[src/hdl/oob_pkg.sv]
// constants, types and register layout of the receive oob com detector
//
// Overview of operation
// - idle select 00 follows detector, 11 forces low
// - idle flag low on activity while oob power is up, high otherwise unless forced low
// - separate init, sas and wake detect flags
// - sysclk select 00 channel, 10 ref a, 11 ref b
// - oob power bit 0 down, 1 up
// - divider codes 11/10/01/00 divide 8/4/2/1
// - clock source 0 sysclk, 1 signal-valid clock
// - burst count for match, default four
// - idle count for match, default four
// - bursts shorter than lower bound rejected
// - bursts longer than upper bound rejected unless they reach the sas burst lower bound
// - separate sas burst lower bound, default 36
// - init gap between 4 and 21 counts
// - sas gap between 12 and 64 counts
// - gaps above wake bound are not wake
// - reset complete rises after analog reset ends
package oob_pkg;
   localparam logic [7:0]  ADDR_CTRL   = 8'h00;
   localparam logic [7:0]  ADDR_MATCH  = 8'h04;
   localparam logic [7:0]  ADDR_BURST  = 8'h08;
   localparam logic [7:0]  ADDR_GAP    = 8'h0c;
   localparam logic [7:0]  ADDR_SASGAP = 8'h10;
   localparam logic [7:0]  ADDR_STATUS = 8'h14;
   localparam logic [7:0]  ADDR_EVENT  = 8'h18;
   localparam logic [12:0] CTRL_RST    = 13'h0004;
   localparam logic [5:0]  MATCH_RST   = 6'h24;
   localparam logic [17:0] BURST_RST   = 18'h24208;
   localparam logic [17:0] GAP_RST     = 18'h07544;
   localparam logic [12:0] SASGAP_RST  = 13'h100c;
   localparam logic [1:0]  IDLE_FOLLOW = 2'h0;
   localparam logic [1:0]  IDLE_LOW    = 2'h3;
   localparam logic [1:0]  SYS_CHANNEL = 2'h0;
   localparam logic [1:0]  SYS_REF_A   = 2'h2;
   localparam logic [1:0]  SYS_REF_B   = 2'h3;
   localparam logic [6:0]  RUN_MAX     = 7'h7f;
   localparam logic [2:0]  CNT_MAX     = 3'h7;
   localparam logic [7:0]  DONE_CYCLES = 8'h20;
   typedef enum logic [1:0] {
      GC_NONE = 2'h0, GC_INIT = 2'h1, GC_SAS = 2'h2, GC_WAKE = 2'h3
   } gap_class_t;
   typedef enum logic [2:0] {
      ST_OFF = 3'h1, ST_IDLE = 3'h2, ST_BURST = 3'h4
   } com_state_t;
   typedef struct packed {
      logic       rsv_reset;
      logic       user_ready;
      logic       analog_reset;
      logic       cdr_override;
      logic       cdr_freeze;
      logic [1:0] sys_sel;
      logic       clk_src;
      logic [1:0] div;
      logic       power;
      logic [1:0] idle_sel;
   } ctrl_t;
   typedef struct packed {
      logic [2:0] idles;
      logic [2:0] bursts;
   } match_t;
   typedef struct packed {
      logic [5:0] sas_lo;
      logic [5:0] hi;
      logic [5:0] lo;
   } burst_t;
   typedef struct packed {
      logic [5:0] wake_hi;
      logic [5:0] init_hi;
      logic [5:0] init_lo;
   } gap_t;
   typedef struct packed {
      logic [6:0] hi;
      logic [5:0] lo;
   } sas_gap_t;
endpackage

[src/hdl/rx_oob_com_detector.sv]
// receive oob idle indication, com sequence detector and apb registers
`timescale 1ns/10ps
module rx_oob_com_detector (
   input  wire logic        pclk,
   input  wire logic        presetn,
   input  wire logic [7:0]  paddr,
   input  wire logic        psel,
   input  wire logic        penable,
   input  wire logic        pwrite,
   input  wire logic [31:0] pwdata,
   output logic [31:0]      prdata,
   output logic             pready,
   output logic             pslverr,
   input  wire logic        rx_activity_pin,
   input  wire logic        channel_pll_refclk,
   input  wire logic        common_pll_refclk_a,
   input  wire logic        common_pll_refclk_b,
   input  wire logic        sigvalid_clock,
   output logic             line_idle_flag,
   output logic             init_seq_detect,
   output logic             sas_seq_detect,
   output logic             wake_seq_detect,
   output logic             cdr_freeze,
   output logic             cdr_override_enable,
   output logic             rx_analog_reset,
   output logic             rx_user_ready,
   output logic             oob_reserved_reset_in,
   output logic             rx_reset_complete
);
   oob_pkg::ctrl_t      ctrl_ff, nxt_ctrl;
   oob_pkg::match_t     match_ff, nxt_match;
   oob_pkg::burst_t     burst_ff, nxt_burst;
   oob_pkg::gap_t       gap_ff, nxt_gap;
   oob_pkg::sas_gap_t   sgap_ff, nxt_sgap;
   oob_pkg::com_state_t state_ff, nxt_state;
   oob_pkg::gap_class_t cls_ff, nxt_cls, gcls;
   logic [2:0]  evt_ff, nxt_evt;
   logic [31:0] prdata_ff, nxt_prdata, rdata;
   logic [4:0]  s1_ff, s2_ff, s3_ff, nxt_s1, nxt_s2, nxt_s3, rise;
   logic [2:0]  div_ff, nxt_div, mask;
   logic [6:0]  run_ff, nxt_run, cls_lo;
   logic [2:0]  bcnt_ff, nxt_bcnt, icnt_ff, nxt_icnt;
   logic [2:0]  det_ff, nxt_det;
   logic [7:0]  done_cnt_ff, nxt_done_cnt;
   logic        done_ff, nxt_done, idle_ff, nxt_idle;
   logic        sys_tick, src_tick, oob_tick, act, mapped;
   logic        fit_init, fit_sas, fit_wake, own_fit, burst_ok;
   logic        wr_en, rd_setup;

   // two flip-flop synchronisers, third stage for edge detection
   always_comb begin
      nxt_s1 = {sigvalid_clock, common_pll_refclk_b,
                common_pll_refclk_a, channel_pll_refclk, rx_activity_pin};
      nxt_s2 = s1_ff;
      nxt_s3 = s2_ff;
   end
   always_ff @(posedge pclk or negedge presetn) begin
      if (!presetn) begin
         s1_ff <= 5'h00;
         s2_ff <= 5'h00;
         s3_ff <= 5'h00;
      end else begin
         s1_ff <= nxt_s1;
         s2_ff <= nxt_s2;
         s3_ff <= nxt_s3;
      end
   end
   assign rise = s2_ff & ~s3_ff;
   assign act  = s2_ff[0] & ctrl_ff.power;

   // oob clock source selection and divider, gives a one-cycle tick
   always_comb begin
      case (ctrl_ff.sys_sel)
         oob_pkg::SYS_REF_A: sys_tick = rise[2];
         oob_pkg::SYS_REF_B: sys_tick = rise[3];
         default:            sys_tick = rise[1];
      endcase
      src_tick = ctrl_ff.clk_src ? rise[4] : sys_tick;
      case (ctrl_ff.div)
         2'h3:    mask = 3'h7;
         2'h2:    mask = 3'h3;
         2'h1:    mask = 3'h1;
         default: mask = 3'h0;
      endcase
      nxt_div  = src_tick ? div_ff + 3'h1 : div_ff;
      oob_tick = src_tick && ((div_ff & mask) == mask);
   end
   always_ff @(posedge pclk or negedge presetn) begin
      if (!presetn) begin
         div_ff <= 3'h0;
      end else begin
         div_ff <= nxt_div;
      end
   end

   // burst and gap classification against the programmed bounds
   always_comb begin
      fit_init = (run_ff >= {1'b0, gap_ff.init_lo})
              && (run_ff <= {1'b0, gap_ff.init_hi});
      fit_sas  = (run_ff >= {1'b0, sgap_ff.lo})
              && (run_ff <= sgap_ff.hi);
      fit_wake = (run_ff != 7'h00)
              && (run_ff <= {1'b0, gap_ff.wake_hi});
      burst_ok = ((run_ff >= {1'b0, burst_ff.lo})
              && (run_ff <= {1'b0, burst_ff.hi}))
              || (run_ff >= {1'b0, burst_ff.sas_lo});
      own_fit  = ((cls_ff == oob_pkg::GC_INIT) && fit_init)
              || ((cls_ff == oob_pkg::GC_SAS) && fit_sas)
              || ((cls_ff == oob_pkg::GC_WAKE) && fit_wake);
      gcls = oob_pkg::GC_NONE;
      if (fit_sas) begin
         gcls = oob_pkg::GC_SAS;
      end
      if (fit_init) begin
         gcls = oob_pkg::GC_INIT;
      end
      if (fit_wake) begin
         gcls = oob_pkg::GC_WAKE;
      end
      if (own_fit) begin
         gcls = cls_ff;
      end
      case (cls_ff)
         oob_pkg::GC_INIT: cls_lo = {1'b0, gap_ff.init_lo};
         oob_pkg::GC_SAS:  cls_lo = {1'b0, sgap_ff.lo};
         oob_pkg::GC_WAKE: cls_lo = 7'h01;
         default:          cls_lo = oob_pkg::RUN_MAX;
      endcase
   end

   // com state machine, advances once per oob tick
   always_comb begin
      nxt_state = state_ff;
      nxt_run   = run_ff;
      nxt_bcnt  = bcnt_ff;
      nxt_icnt  = icnt_ff;
      nxt_cls   = cls_ff;
      nxt_det   = 3'h0;
      if (!ctrl_ff.power || ctrl_ff.rsv_reset) begin
         nxt_state = oob_pkg::ST_OFF;
         nxt_run   = 7'h00;
         nxt_bcnt  = 3'h0;
         nxt_icnt  = 3'h0;
         nxt_cls   = oob_pkg::GC_NONE;
      end else if (oob_tick) begin
         case (state_ff)
            oob_pkg::ST_OFF: begin
               nxt_state = oob_pkg::ST_IDLE;
               nxt_run   = 7'h00;
            end
            oob_pkg::ST_IDLE: begin
               if (act) begin
                  nxt_state = oob_pkg::ST_BURST;
                  nxt_run   = 7'h01;
                  if (bcnt_ff == 3'h0) begin
                     nxt_cls = oob_pkg::GC_NONE;
                  end else if (gcls == oob_pkg::GC_NONE) begin
                     nxt_bcnt = 3'h0;
                     nxt_icnt = 3'h0;
                     nxt_cls  = oob_pkg::GC_NONE;
                  end else if (cls_ff != oob_pkg::GC_NONE
                               && gcls != cls_ff) begin
                     nxt_bcnt = 3'h1;
                     nxt_icnt = 3'h1;
                     nxt_cls  = gcls;
                  end else begin
                     nxt_cls  = gcls;
                     if (icnt_ff != oob_pkg::CNT_MAX) begin
                        nxt_icnt = icnt_ff + 3'h1;
                     end
                  end
               end else begin
                  if (run_ff != oob_pkg::RUN_MAX) begin
                     nxt_run = run_ff + 7'h01;
                  end
                  // trailing gap closes the sequence once it reaches its
                  // lower bound; the first idle tick is spent leaving burst
                  if (cls_ff != oob_pkg::GC_NONE
                      && bcnt_ff >= match_ff.bursts
                      && ({1'b0, icnt_ff} + 4'h1)
                         >= {1'b0, match_ff.idles}
                      && (run_ff + 7'h01) >= cls_lo) begin
                     case (cls_ff)
                        oob_pkg::GC_INIT: nxt_det = 3'h1;
                        oob_pkg::GC_SAS:  nxt_det = 3'h2;
                        default:          nxt_det = 3'h4;
                     endcase
                     nxt_bcnt = 3'h0;
                     nxt_icnt = 3'h0;
                     nxt_cls  = oob_pkg::GC_NONE;
                  end
               end
            end
            oob_pkg::ST_BURST: begin
               if (act) begin
                  if (run_ff != oob_pkg::RUN_MAX) begin
                     nxt_run = run_ff + 7'h01;
                  end
               end else begin
                  nxt_state = oob_pkg::ST_IDLE;
                  nxt_run   = 7'h01;
                  if (burst_ok) begin
                     if (bcnt_ff != oob_pkg::CNT_MAX) begin
                        nxt_bcnt = bcnt_ff + 3'h1;
                     end
                  end else begin
                     nxt_bcnt = 3'h0;
                     nxt_icnt = 3'h0;
                     nxt_cls  = oob_pkg::GC_NONE;
                  end
               end
            end
            default: begin
               nxt_state = oob_pkg::ST_OFF;
            end
         endcase
      end
   end
   always_ff @(posedge pclk or negedge presetn) begin
      if (!presetn) begin
         state_ff <= oob_pkg::ST_OFF;
         run_ff   <= 7'h00;
         bcnt_ff  <= 3'h0;
         icnt_ff  <= 3'h0;
         cls_ff   <= oob_pkg::GC_NONE;
         det_ff   <= 3'h0;
      end else begin
         state_ff <= nxt_state;
         run_ff   <= nxt_run;
         bcnt_ff  <= nxt_bcnt;
         icnt_ff  <= nxt_icnt;
         cls_ff   <= nxt_cls;
         det_ff   <= nxt_det;
      end
   end

   // idle indication and reset-complete counter
   always_comb begin
      nxt_idle = (ctrl_ff.idle_sel == oob_pkg::IDLE_LOW) ? 1'b0
               : ~act;
      nxt_done     = done_ff;
      nxt_done_cnt = done_cnt_ff;
      if (ctrl_ff.analog_reset) begin
         nxt_done     = 1'b0;
         nxt_done_cnt = 8'h00;
      end else if (!done_ff) begin
         if (done_cnt_ff == oob_pkg::DONE_CYCLES - 8'h01) begin
            nxt_done = 1'b1;
         end else begin
            nxt_done_cnt = done_cnt_ff + 8'h01;
         end
      end
   end
   always_ff @(posedge pclk or negedge presetn) begin
      if (!presetn) begin
         idle_ff     <= 1'b1;
         done_ff     <= 1'b0;
         done_cnt_ff <= 8'h00;
      end else begin
         idle_ff     <= nxt_idle;
         done_ff     <= nxt_done;
         done_cnt_ff <= nxt_done_cnt;
      end
   end

   // apb slave: writes in access phase, read data latched in setup
   always_comb begin
      wr_en    = psel && penable && pwrite;
      rd_setup = psel && !penable;
      mapped   = (paddr == oob_pkg::ADDR_CTRL)
              || (paddr == oob_pkg::ADDR_MATCH)
              || (paddr == oob_pkg::ADDR_BURST)
              || (paddr == oob_pkg::ADDR_GAP)
              || (paddr == oob_pkg::ADDR_SASGAP)
              || (paddr == oob_pkg::ADDR_STATUS)
              || (paddr == oob_pkg::ADDR_EVENT);
      case (paddr)
         oob_pkg::ADDR_CTRL:   rdata = {19'h0, ctrl_ff};
         oob_pkg::ADDR_MATCH:  rdata = {26'h0, match_ff};
         oob_pkg::ADDR_BURST:  rdata = {14'h0, burst_ff};
         oob_pkg::ADDR_GAP:    rdata = {14'h0, gap_ff};
         oob_pkg::ADDR_SASGAP: rdata = {19'h0, sgap_ff};
         oob_pkg::ADDR_STATUS: rdata = {17'h0, icnt_ff, 1'b0, bcnt_ff,
                                        2'h0, state_ff, act, done_ff,
                                        idle_ff};
         oob_pkg::ADDR_EVENT:  rdata = {29'h0, evt_ff};
         default:              rdata = 32'h0;
      endcase
      nxt_prdata = rd_setup ? rdata : prdata_ff;
      nxt_ctrl   = ctrl_ff;
      nxt_match  = match_ff;
      nxt_burst  = burst_ff;
      nxt_gap    = gap_ff;
      nxt_sgap   = sgap_ff;
      nxt_evt    = evt_ff;
      if (wr_en) begin
         case (paddr)
            oob_pkg::ADDR_CTRL:   nxt_ctrl  = pwdata[12:0];
            oob_pkg::ADDR_MATCH:  nxt_match = pwdata[5:0];
            oob_pkg::ADDR_BURST:  nxt_burst = pwdata[17:0];
            oob_pkg::ADDR_GAP:    nxt_gap   = pwdata[17:0];
            oob_pkg::ADDR_SASGAP: nxt_sgap  = pwdata[12:0];
            oob_pkg::ADDR_EVENT:  nxt_evt   = evt_ff & ~pwdata[2:0];
            default:              nxt_evt   = evt_ff;
         endcase
      end
      nxt_evt = nxt_evt | det_ff; // set wins over clear
   end
   always_ff @(posedge pclk or negedge presetn) begin
      if (!presetn) begin
         ctrl_ff   <= oob_pkg::CTRL_RST;
         match_ff  <= oob_pkg::MATCH_RST;
         burst_ff  <= oob_pkg::BURST_RST;
         gap_ff    <= oob_pkg::GAP_RST;
         sgap_ff   <= oob_pkg::SASGAP_RST;
         evt_ff    <= 3'h0;
         prdata_ff <= 32'h0;
      end else begin
         ctrl_ff   <= nxt_ctrl;
         match_ff  <= nxt_match;
         burst_ff  <= nxt_burst;
         gap_ff    <= nxt_gap;
         sgap_ff   <= nxt_sgap;
         evt_ff    <= nxt_evt;
         prdata_ff <= nxt_prdata;
      end
   end

   // outputs
   assign prdata                = prdata_ff;
   assign pready                = 1'b1;
   assign pslverr               = psel && penable && !mapped;
   assign line_idle_flag        = idle_ff;
   assign init_seq_detect       = det_ff[0];
   assign sas_seq_detect        = det_ff[1];
   assign wake_seq_detect       = det_ff[2];
   assign cdr_freeze            = ctrl_ff.cdr_freeze;
   assign cdr_override_enable   = ctrl_ff.cdr_override;
   assign rx_analog_reset       = ctrl_ff.analog_reset;
   assign rx_user_ready         = ctrl_ff.user_ready;
   assign oob_reserved_reset_in = ctrl_ff.rsv_reset;
   assign rx_reset_complete     = done_ff;
endmodule
[config.mk]
export PLATFORM = sky130hd
export DESIGN_NAME = rx_oob_com_detector
export DESIGN_NICKNAME = d
export VERILOG_FILES = /design/src/hdl/oob_pkg.sv /design/src/hdl/rx_oob_com_detector.sv
export SDC_FILE = /design/constraint.sdc
export NUM_CORES = 1
export LEC_CHECK = 0
export ABC_AREA = 1
export BUFFER_PORTS_ARGS = -buffer_cell sky130_fd_sc_hd__buf_4
export CORE_MARGIN = 5
export CORE_UTILIZATION = 60
export CTS_BUF_LIST = sky130_fd_sc_hd__clkbuf_8
export DETAILED_ROUTE_END_ITERATION = 10
export PLACE_DENSITY = 0.81
export SYNTH_ARGS = -nofsm -noshare
export SYNTH_HDL_FRONTEND = slang
export SYNTH_SLANG_ARGS = --single-unit
[constraint.sdc]
create_clock -name pclk -period 3.5 [get_ports pclk]
set_input_delay 0.35 -clock pclk [delete_from_list [all_inputs] [get_ports pclk]]
set_output_delay 0.35 -clock pclk [all_outputs]
set_load 0.03 [all_outputs]
=== Word-level counts from Yosys, hierarchy flattened ===
Cells that the tools add are included.

* Register bits after elaboration: 152
* Logic and storage cells: 207
* Output and inout bits: 44

* $lt $le $gt $ge: 11
* Equality and inequality tests: 34
* Bitwise gates (word level): 8
* Reduce and logical (&&, ||, !) cells: 48
* Add/subtract/negate cells: 6
* Multiplexer cells: 65

{| class="wikitable"
|+ Operators by type and width
! cell !! count
|-
| case mux 18 bit (7 select lines) || 1
|-
| 2-to-1 mux 3 bit || 30
|-
| case mux 7 bit (3 select lines) || 2
|-
| 2-to-1 mux 7 bit || 5
|-
| equality test 8 x 5 -> 1 bit, second input constant || 4
|-
| greater-or-equal comparator 7 x 6 -> 1 bit || 4
|-
| 2-to-1 mux 2 bit || 12
|-
| 2-to-1 mux 8 bit || 3
|-
| less-or-equal comparator 7 x 6 -> 1 bit || 3
|-
| case mux 3 bit (2 select lines) || 3
|-
| case mux 3 bit (3 select lines) || 2
|-
| equality test 8 x 4 -> 1 bit, second input constant || 2
|-
| logical AND 1 bit || 16
|-
| inequality test 3 bit, second input constant || 5
|-
| equality test 2 bit, second input constant || 7
|-
| AND reduction 2 bit || 7
|-
| AND reduction 7 bit || 2
|-
| inequality test 4 bit, second input constant || 3
|-
| logical OR 1 bit || 10
|-
| adder 3 x 1 -> 3 bit, second input constant || 3
|-
| adder 8 x 1 -> 8 bit, second input constant || 1
|-
| equality test 8 x 3 -> 1 bit, second input constant || 1
|-
| logical NOT 8 bit || 1
|-
| adder 7 x 1 -> 7 bit, second input constant || 1
|-
| other kinds (34) || 44
|}

=== Logic depth before layout (Yosys ltp) ===
Gate-level depths: netlist (run 1).

* Word-level depth: 15
* Gate-level depth with buffers: 22
* Depth with buffers taken out: 22

=== Worst setup path before layout (run 1) ===
No wires, ideal clock.

* Kind: flip-flop to flip-flop
* Start: register run_ff[1]
* End: register icnt_ff[0]
* Period minus slack after synthesis: 2.728 ns
* Buffers on the path: 0
* Required time: 3.383 ns
* Setup time: 0.117 ns
* Setup slack: 0.772 ns
* Data arrival time: 2.610 ns
* Stages on the path, launching flop included: 18
* Cells stage by stage: dfrtp_1 ha_1 nand3_1 nor3_1 nand2_1 inv_1 nor2_1 ha_1 nand2_1 o21a_1 o211ai_1 nand2_1 nand2_1 nand2_1 nor3b_2 nand2_2 nand2_1 nand2_1

* Cells in the longest elaborated chain, start to end: 15

{| class="wikitable"
|+ RTL lines
! element !! RTL line !! RTL
|-
| from (decl) || rx_oob_com_detector.sv:41 || <nowiki>logic [6:0] run_ff, nxt_run, cls_lo;</nowiki>
|-
| from (signal assigned) || rx_oob_com_detector.sv:229 || <nowiki>run_ff <= nxt_run;</nowiki>
|-
| greater-or-equal comparator 7 x 6 -> 1 bit, or another cell as far along || rx_oob_com_detector.sv:100 || <nowiki>fit_sas = (run_ff >= {1'b0, sgap_ff.lo})</nowiki>
|-
| logical AND 1 bit (on tied branches) || rx_oob_com_detector.sv:101, rx_oob_com_detector.sv:99 ||
|-
| 2-to-1 mux 2 bit, or another cell as far along || rx_oob_com_detector.sv:111 || <nowiki>if (fit_sas) begin</nowiki>
|-
| 2-to-1 mux 2 bit or logical OR 1 bit (tied branches) || rx_oob_com_detector.sv:114, rx_oob_com_detector.sv:108 ||
|-
| 2-to-1 mux 2 bit or logical OR 1 bit (tied branches) || rx_oob_com_detector.sv:117, rx_oob_com_detector.sv:109 ||
|-
| 2-to-1 mux 2 bit || rx_oob_com_detector.sv:120 || <nowiki>if (own_fit) begin</nowiki>
|-
| inequality test 2 bit || rx_oob_com_detector.sv:162 || <nowiki>&& gcls != cls_ff) begin</nowiki>
|-
| logical AND 1 bit || rx_oob_com_detector.sv:162 ||
|-
| 2-to-1 mux 3 bit || rx_oob_com_detector.sv:161 || <nowiki>end else if (cls_ff != oob_pkg::GC_NONE</nowiki>
|-
| 2-to-1 mux 3 bit || rx_oob_com_detector.sv:157 || <nowiki>end else if (gcls == oob_pkg::GC_NONE) begin</nowiki>
|-
| 2-to-1 mux 3 bit || rx_oob_com_detector.sv:155 || <nowiki>if (bcnt_ff == 3'h0) begin</nowiki>
|-
| 2-to-1 mux 3 bit || rx_oob_com_detector.sv:152 || <nowiki>if (act) begin</nowiki>
|-
| case mux 3 bit (2 select lines) || rx_oob_com_detector.sv:146 || <nowiki>case (state_ff)</nowiki>
|-
| 2-to-1 mux 3 bit || rx_oob_com_detector.sv:145 || <nowiki>end else if (oob_tick) begin</nowiki>
|-
| 2-to-1 mux 3 bit || rx_oob_com_detector.sv:139 || <nowiki>if (!ctrl_ff.power || ctrl_ff.rsv_reset) begin</nowiki>
|-
| to (signal assigned) || rx_oob_com_detector.sv:231 || <nowiki>icnt_ff <= nxt_icnt;</nowiki>
|-
| to (decl) || rx_oob_com_detector.sv:42 || <nowiki>logic [2:0] bcnt_ff, nxt_bcnt, icnt_ff, nxt_icnt;</nowiki>
|}

Several ways; a longest one is shown, not always the timed one. The select of a mux whose other input is x is not followed.
A chain may end at the register's enable or synchronous reset.

=== Worst setup path in the final report (run 1) ===
* Start: register run_ff[3]
* End: register icnt_ff[0]

Same word-level chain as after synthesis.

==> results of run 1 <==
## final timing paths
kind / from / end / slack, ns
min in group asynchronous: presetn / s3_ff[1] / 0.48
worst max register to register: run_ff[3] / icnt_ff[0] / 0.38
worst min register to register: nxt_s2[0] / nxt_s3[0] / 0.35
max in group asynchronous: presetn / state_ff[0] / 2.20
worst max-delay path: run_ff[3] / icnt_ff[0] / 0.38
worst min-delay path: pwdata[14] / gap_ff[14] / 0.15
## registers in the layout (all words and copies together) (netlist names), 4 cells and up
name         flops
nxt_s3           5
sgap_ff         13
match_ff         6
done_cnt_ff      8
burst_ff        18
run_ff           7
s3_ff            4
ctrl_ff          8
prdata          18
nxt_s2           5
gap_ff          18
## critical path, cell delays in order, from the launching register on
cell	delay, ns
dfrtp_1	0.64
nand3_1	0.18
nor3_1	0.29
nand2_1	0.14
inv_1	0.11
nor2_1	0.05
ha_1	0.31
nand2_1	0.09
o21a_1	0.19
o211ai_1	0.12
nand2_1	0.16
nand2_1	0.09
nand2_1	0.11
nor3b_2	0.30
nand2_2	0.11
nand2_1	0.07
nand2_1	0.05
## cells in the mapped netlist (5+ instances only)
library cell  number
nand2_1          226
inv_1            153
dfrtp_1          118
o21ai_0          100
ha_1              75
nor2_1            56
a21oi_1           34
nand3_1           24
nand4_1           22
o22ai_1           21
clkbuf_1          19
dfstp_2           19
buf_4             15
nor3_1            14
a221oi_1          10
nand2_2            9
nand3_2            5
xor2_1             5
## power groups by stage
stage,Clock (mW),Combinational [mW],Sequential (mW)
after floorplan,0,0.276,1.77
after global placement,0,0.411,1.76
after detailed placement,0,0.416,1.77
after CTS,1.54,0.431,1.74
after global routing,1.61,0.491,1.76
final,1.52,0.432,1.74
## metrics by stage
step	cell area [um2]	instances	hold WS [ns]	worst slack, ns
final	9350	1268	0.152	0.379
after global routing	9350	1268	0.158	0.155
after CTS	9350	1268	0.127	0.458
after detailed placement	8820	1230	0.335	0.465
after global placement	8820	1230	0.333	0.529
after floorplan	8250	1017	0.0544	0.772
## area by class of cell
class / count / area [um2] / area share [%]
Sequential cell: 137 / 3450 / 36.9
Multi-Input combinational cell: 686 / 3990 / 42.7
Clock inverter: 15 / 236 / 2.53
Tap cell: 176 / 220 / 2.35
Timing Repair Buffer: 79 / 624 / 6.67
Inverter: 158 / 593 / 6.34
Clock buffer: 17 / 234 / 2.50
## layer usage
metal,vias to the layer above,GRT usage (%)
met5,-,0
met2,295,42.7
met4,2,11.7
met1,3401,35.9
met3,55,6.77
li1,3447,-
## kinds of logic after synthesis
logic type	count (synthesis)
flip-flops	137
AO/OA/AOI/OAI	202
adder cells (fa/ha/maj)	75
other	2
buffers and inverters	194
XOR/XNOR	7
AND/OR/NAND/NOR	387
## what timing repair did
action / CTS / global route
endpoints found under the hold margin: 76 / 0
setup buffers: 0 / 0
hold buffers: 6 / 0
==> flow_summary.toml, run 1 <==
[timing]
period_needed_ns = 3.12
period_share_pct = 89.2
hold_viol = 0
tightest_slew_ns = 0.883
tns_ns = 0
rsz0062_at_grt = "false"
final-setup-viol-count = 0
clock_skew_ns = 0.0187
relSlewSlack_pct = 41.0
timing.fmax_ghz = 0.320
maxSlewViolCount = 0

[cts]
cts_root_buf = "clkbuf_8"
post_cts_resized = 0
cts_made_buffers = 17
clock_path_buffers = 2
clock_latency_ns = 0.47
clock_sinks = 137
clk_pin_slew_ns = 0.08
cts_max_level = 4
cts_tree = "done"

[power_and_ir_drop]
p_per_area_nw_per_um2 = 396
vdd_drop_max_uv = 377
p_sw_share_pct = 27.3
p_clk_share_pct = 41.2
pwr-share-seq_pct = 47.1
p_int_mw = 2.69
combPwrFrac_pct = 11.7
leakage_nw = 4.73
power.total_mw = 3.70
power_switching_mw = 1.01

[flow_run]
maxCapViolations = 0

[worst_hold_path]
min_path_cells = 3
hold_path.class = "input pin to register"

[floorplanning]
rows = 42
die_h_um = 127
pin_count = 94
die-width_um = 127
start_util_pct = 61.7
core_um2 = 13300
dieArea_um2 = 16100

[place]
portBuffers = 64
routabilityCongestion = 0.958
post-dp-hpwl_mm = 15.7

[critical_path]
ff2ff_path_depth = 16
arrival_ns = 3.48
critPathMaxFanout = 11
setup.worst_path.class = "register to register"
start_kind = "register"
cp.required_ns = 3.86
crit_path_end_kind = "register"

[synthesis]
postSynthCellCount = 1004
async_flop_share_pct = 100
synth_seq_cells = 137
yosys_warnings = 0
synth-simple-area-share_pct = 21.5
synth_top_family_by_area = "simple AND/OR/NAND/NOR gates"
synth_mux_area_share_pct = 0
synth_top_area_cell = "dfrtp_1"
synth_compound_area_share_pct = 14.3
yosysSeqAreaShare_pct = 42.1
synthAdderAreaFrac_pct = 11.4
avgSynthCellArea_um2 = 8.16
synth-edff-count = 0
synth_top_cell_area_share_pct = 36.0
synth-xor-area-share_pct = 0.748
synth_area_leaders = "dfrtp_1 (36%), ha_1 (11%), nand2_1 (10%)"
synth_ff_type = "dfrtp_1"
netlist_area_um2 = 8200
ys_types = 55

[global_route]
grt_pass1_wl_mm = 34.6
grt_max_degree = 84
overflow = 0
grt_pass1_vias = 6951
antenna_found_initial = 1
grt_use_total_pct = 27.2

[routing]
vias = 7200
detail-route-antenna-nets = 0
first_iter_violations = 570
dr.pass1.iters = 6
route.met2.wl_mm = 9.70
wl_per_cell_um = 16.6
drt-total-wl_mm = 21.1
vias_per_cell = 5.68
wl_met3_mm = 1.68
drt-met1-wl_mm = 8.94
drc = 0
top_layer = "met5"

[layout]
most-common-layout-cells = "nand2_1 (226), inv_1 (153), dfrtp_1 (118), o21ai_0 (100), ha_1 (75)"
drive_gt1_share_pct = 14.5
area_growth_pct = 14.1
nNetsFinal = 1204
mostFrequentLayoutCell = "nand2_1"
fill_cells = 1065
diodes = 0
final_util_pct = 70.4

[outcome]
outcome = "completed"
No activity file was read; power rests on OpenSTA's default activity.
==> inputs of run 2 (changes only) <==
- ABC_AREA: 1 -> unset
- CORE_MARGIN: 5 -> unset
==> run 2 against run 1 <==
Compared with the run above: count of clock-buffer cells in the layout unchanged; routed wire length decreased by 3.9%; cell count decreased by 15%; critical path type unchanged; die area decreased by 13%; sequential share of layout area increased by 0.50 points; area after synthesis decreased by 0.34%; core utilization decreased by 0.59 points; final area decreased by 1.2%; non-clock buffer count increased by 2; register-to-register slack got worse by 0.23 ns.
==> flow_summary.toml, run 2 <==
[outcome]
outcome = "completed"

[cts]
cts_tree = "done"
cts_max_level = 4
clock_sinks = 137
clk_pin_slew_ns = 0.08
cts_root_buf = "clkbuf_8"
cts_made_buffers = 17
clock_latency_ns = 0.45
clock_path_buffers = 2

[critical_path]
cp.buffers_inverters = 0
ff2ff_path_depth = 10
cp_top_family = "compound AO/OA/AOI/OAI gates"
crit_path_end_kind = "register"
max_stage_delay_ns = 0.70
arrival_ns = 3.70
slowest_stage = "dfrtp_1"
cp_common_cell = "nand2_1"
cp.required_ns = 3.84
cp.depth = 10
setup.worst_path.class = "register to register"
r2r_slack_ns = 0.15
critPathMaxFanout = 12
cp-endpoint = "icnt_ff[2]"
r2r_start = "run_ff[5]"
startpoint = "run_ff[5]"
timing.rr.end = "icnt_ff[2]"
start_kind = "register"
crit_chain = "ha_1 > a211oi_1 > nand2_1 > a22oi_2 > nand2_1 > nor4_1 > o31ai_2 > a21oi_2 > o21ai_0 > a22o_1"

[timing]
clock_skew_ns = 0.0104
hold_viol = 0
tightest_slew_ns = 1.07
maxSlewViolCount = 0
period_share_pct = 95.8
period_needed_ns = 3.35
final-setup-viol-count = 0
tns_ns = 0
timing.hold.ws_ns = 0.0215
relSlewSlack_pct = 28.6
timing.fmax_ghz = 0.298
rsz0062_at_grt = "false"

[worst_hold_path]
hold_path.class = "input pin to async pin"

[global_route]
overflow = 0
antenna_found_initial = 0
grt_use_total_pct = 30.3
grt_pass1_wl_mm = 32.8
grt_pass1_vias = 6378
grt_max_degree = 106

[place]
place_area_um2 = 8770
portBuffers = 64
dp_cells = 1045
routabilityCongestion = 0.910
post-dp-hpwl_mm = 14.5

[layout]
most-common-layout-cells = "dfrtp_1 (115), nand2_1 (89), buf_4 (74), ha_1 (73), o21ai_0 (69)"
nNetsFinal = 1018
fin_area_um2 = 9240
drive_gt1_share_pct = 21.6
area_growth_pct = 13.1
diodes = 0
mostFrequentLayoutCell = "dfrtp_1"
fin_cells = 1082

[routing]
drt-total-wl_mm = 20.3
drc = 0
dr.pass1.iters = 5
detail-route-antenna-nets = 0
vias_per_cell = 5.99
wl_per_cell_um = 18.7
first_iter_violations = 652
vias = 6479

[floorplanning]
pin_count = 94
dieArea_um2 = 14100
core_um2 = 13200
die-width_um = 119
die_h_um = 119
rows = 42
start_util_pct = 61.7

[synthesis]
netlist_area_um2 = 8170
synth_most_common_cell = "dfrtp_1"
async_flop_share_pct = 100
yosys_warnings = 0
postSynthCellCount = 827
synth-edff-count = 0
avgSynthCellArea_um2 = 9.88
synth_common_cells = "dfrtp_1 (118), nand2_1 (89), ha_1 (75)"
synth_area_leaders = "dfrtp_1 (36%), ha_1 (11%), dfstp_2 (6.1%)"
synth_ff_type = "dfrtp_1"
ys_types = 80
synth_seq_cells = 137
synth_top_cell_area_share_pct = 36.1
synth_top_area_cell = "dfrtp_1"
yosysSeqAreaShare_pct = 42.3

[power_and_ir_drop]
p_per_area_nw_per_um2 = 385
leakage_nw = 4.67
p_sw_share_pct = 29.2
combPwrFrac_pct = 13.2
p_clk_share_pct = 37.4
power.total_mw = 3.56
power_switching_mw = 1.04
p_int_mw = 2.52
vdd_drop_max_uv = 249
pwr-share-seq_pct = 49.4

[flow_run]
maxCapViolations = 0
## run 2: logic make-up after synthesis
family          count (synthesis)  share of synthesized area (%)
simple gates                  231                           13.9
compound gates                194                           16.0
flops                         137                           42.3
buf+inv                       108                           5.97
fa+ha+maj                      75                           11.5
mux                            66                           8.73
xor+xnor                       14                           1.50
other cells                     2                         0.0919
## run 2: power by group through the flow
stage / combinational [mW] / sequential [mW] / clock (mW)
after global routing: 0.522 / 1.77 / 1.42
after floorplan: 0.292 / 1.80 / 0
final: 0.469 / 1.76 / 1.33
after CTS: 0.470 / 1.76 / 1.35
after global placement: 0.445 / 1.78 / 0
after detailed placement: 0.461 / 1.79 / 0
## run 2: worst reg2reg max path, cell delays in order, from the launching register on
cell and delay (ns):
dfrtp_1 0.70, ha_1 0.38, a211oi_1 0.27, nand2_1 0.13
a22oi_2 0.25, nand2_1 0.18, nor4_1 0.32, o31ai_2 0.13
a21oi_2 0.37, o21ai_0 0.26, a22o_1 0.28
## run 2: layout make-up
type | instances | area [um2]
Multi-Input combinational cell | 595 | 4300
Fill cell | 1011 | 4000
Sequential cell | 137 | 3460
Timing Repair Buffer | 81 | 637
Clock buffer | 17 | 234
Inverter | 61 | 229
Tap cell | 176 | 220
Clock inverter | 15 | 166
## run 2: timing repair
item | in CTS | in global routing
hold buffers | 5 | 0
resized for setup | 0 | 6
setup endpoints to repair | 0 | 7
setup buffers | 0 | 0
hold endpoints to repair | 5 | 0
## run 2: layer usage
metal	global-route usage (%)	wire, um	vias to the layer above
li1	-	-	3040
met1	40.6	8870	3121
met2	47.4	9460	269
met3	6.27	1280	49
met4	13.3	639	0
met5	0	0	-
## run 2: worst min-delay path by stage
stage	endpoint	slack, ns	cells after the start
after floorplan	bcnt_ff[0]	0.05	0
after global placement	nxt_s3[3]	0.33	0
after detailed placement	nxt_s3[0]	0.33	0
after CTS	nxt_s3[3]	0.05	1
after global routing	nxt_s3[3]	0.08	1
final	nxt_s3[3]	0.02	1
## run 2: per-stage QoR
stage | util, % | setup slack, ns
floorplan | - | 0.469
global placement | 66.3 | 0.329
detailed placement | 66.3 | 0.188
CTS | 69.7 | 0.145
global route | 69.8 | 0.0105
finish | 69.8 | 0.149
==> inputs of run 3 (changes only) <==
- MAX_ROUTING_LAYER: unset -> met4
==> run 3 against run 2 <==
Compared with the run above: routed wire length down 3.2%; critical path depth up 2; hold slack better by 0.088 ns; total power down 1.9%; cell count up 0.18%; first-iteration DRC count down 20%; via count about the same; die area unchanged; clock power down 5%; sequential power about the same; global-route usage up 0.53 points; largest cell class unchanged; largest power group unchanged.
==> flow_summary.toml, run 3 (synthesis gave the netlist of run 2 again) <==
[routing]
first_iter_violations = 522
drt-total-wl_mm = 19.6
vias = 6480
drc = 0
detail-route-antenna-nets = 0
dr.pass1.iters = 5
vias_per_cell = 5.98
wl_per_cell_um = 18.1

[floorplanning]
die-width_um = 119
die_h_um = 119
pin_count = 94
core_um2 = 13200
dieArea_um2 = 14100
rows = 42
start_util_pct = 61.7

[place]
portBuffers = 64
routabilityCongestion = 0.921
post-dp-hpwl_mm = 14.3
place_area_um2 = 8790

[timing]
tns_ns = 0
maxSlewViolCount = 0
clock_skew_ns = 0.0139
rsz0062_at_grt = "false"
period_needed_ns = 3.36
timing.fmax_ghz = 0.298
period_share_pct = 95.9
final-setup-viol-count = 0
tightest_slew_ns = 1.03
relSlewSlack_pct = 31.4
timing.hold.ws_ns = 0.109
hold_viol = 0

[cts]
clk_pin_slew_ns = 0.07
cts_made_buffers = 17
postCtsSetupBuffers = 0
cts_root_buf = "clkbuf_8"
clock_path_buffers = 2
post_cts_resized = 0
cts_max_level = 4
cts_tree = "done"
clock_latency_ns = 0.46
clock_sinks = 137

[power_and_ir_drop]
power_switching_mw = 0.976
pwr-share-seq_pct = 50.4
leakage_nw = 4.69
vdd_drop_max_uv = 272
p_int_mw = 2.51
p_per_area_nw_per_um2 = 378
combPwrFrac_pct = 13.3
p_sw_share_pct = 28.0
p_clk_share_pct = 36.3

[layout]
mostFrequentLayoutCell = "dfrtp_1"
fin_area_um2 = 9230
most-common-layout-cells = "dfrtp_1 (118), nand2_1 (89), buf_4 (76), ha_1 (75), o21ai_0 (69)"
fill_cells = 1052
area_growth_pct = 12.9
drive_gt1_share_pct = 20.8
diodes = 0
nNetsFinal = 1021

[outcome]
outcome = "completed"

[critical_path]
arrival_ns = 3.70
ff2ff_path_depth = 12
r2r_slack_ns = 0.14
cp.required_ns = 3.84
setup.worst_path.class = "register to register"
r2r_start = "cls_ff[0]"
start_kind = "register"
critPathMaxFanout = 8
timing.rr.end = "bcnt_ff[0]"
crit_path_end_kind = "register"

[global_route]
grt_pass1_wl_mm = 32.3
overflow = 0
grt_use_total_pct = 30.8
grt_max_degree = 92
grt_pass1_vias = 6229
antenna_found_initial = 0

[worst_hold_path]
hp-start = "pwdata[13]"
hold_end = "burst_ff[13]"
min_path_cells = 3
hold_path.class = "input pin to register"

[flow_run]
maxCapViolations = 0
[run 3: changes by cell type in the layout (fill, tap and decap cells not counted), sizes merged]
cell / delta
dlygate4sd3: +1
clkbuf: +1
inv: -2
buf: +2
[run 3: metrics by stage]
step                      power, mW  cells  util, %  setup WS [ns]
after floorplan                2.09    840        -          0.469
after global placement         2.23   1047     66.4          0.250
after detailed placement       2.25   1047     66.4          0.215
after CTS                      3.51   1084     69.7          0.188
after global routing           3.65   1084     69.7        0.00353
final                          3.49   1084     69.7          0.145
[run 3: metal layers]
layer / routed length (um) / up-vias / track usage (%)
met2: 9050 / 241 / 45.8
met1: 8730 / 3160 / 41.2
met4: 595 / 0 / 12.2
met5: 0 / - / -
li1: - / 3036 / -
met3: 1220 / 43 / 6.71
[run 3: how the worst max path moves through the flow]
| stage | start | endpoint | slack (ns) |
|---|---|---|---|
| floorplan | cls_ff[0] | bcnt_ff[0] | 0.47 |
| global placement | run_ff[4] | bcnt_ff[0] | 0.25 |
| detailed placement | cls_ff[1] | bcnt_ff[0] | 0.21 |
| CTS | cls_ff[1] | bcnt_ff[0] | 0.19 |
| global route | run_ff[3] | bcnt_ff[0] | 0.004 |
| finish | cls_ff[0] | bcnt_ff[0] | 0.14 |
[run 3: worst max-delay path, cell delays in order (launching register included)]
cell and delay (ns):
dfrtp_1 0.50, inv_1 0.13, ha_1 0.34, a221oi_1 0.30
ha_1 0.31, a21o_1 0.19, a211oi_1 0.25, o21ai_0 0.13
o2111a_1 0.21, a41oi_1 0.31, a21oi_1 0.12, o31ai_4 0.12
mux2_4 0.33
[run 3: timing repair]
| item | CTS | global route |
|---|---|---|
| endpoints found under the setup margin | 0 | 0 |
| hold endpoints to repair | 34 | 0 |
| hold buffers | 6 | 0 |
[run 3: layout make-up]
class | instances | area [um2] | area share (%)
Clock inverter | 13 | 130 | 1.41
Sequential cell | 137 | 3450 | 37.4
Timing Repair Buffer | 84 | 662 | 7.17
Tap cell | 176 | 220 | 2.39
Inverter | 61 | 229 | 2.48
Multi-Input combinational cell | 595 | 4290 | 46.4
Clock buffer | 18 | 248 | 2.69
[run 3: power by group through the flow]
stage / sequential, mW / combinational, mW / clock (mW)
final: 1.76 / 0.463 / 1.27
after global placement: 1.78 / 0.445 / 0
after global routing: 1.77 / 0.522 / 1.35
after floorplan: 1.80 / 0.292 / 0
after CTS: 1.76 / 0.468 / 1.29
after detailed placement: 1.79 / 0.459 / 0
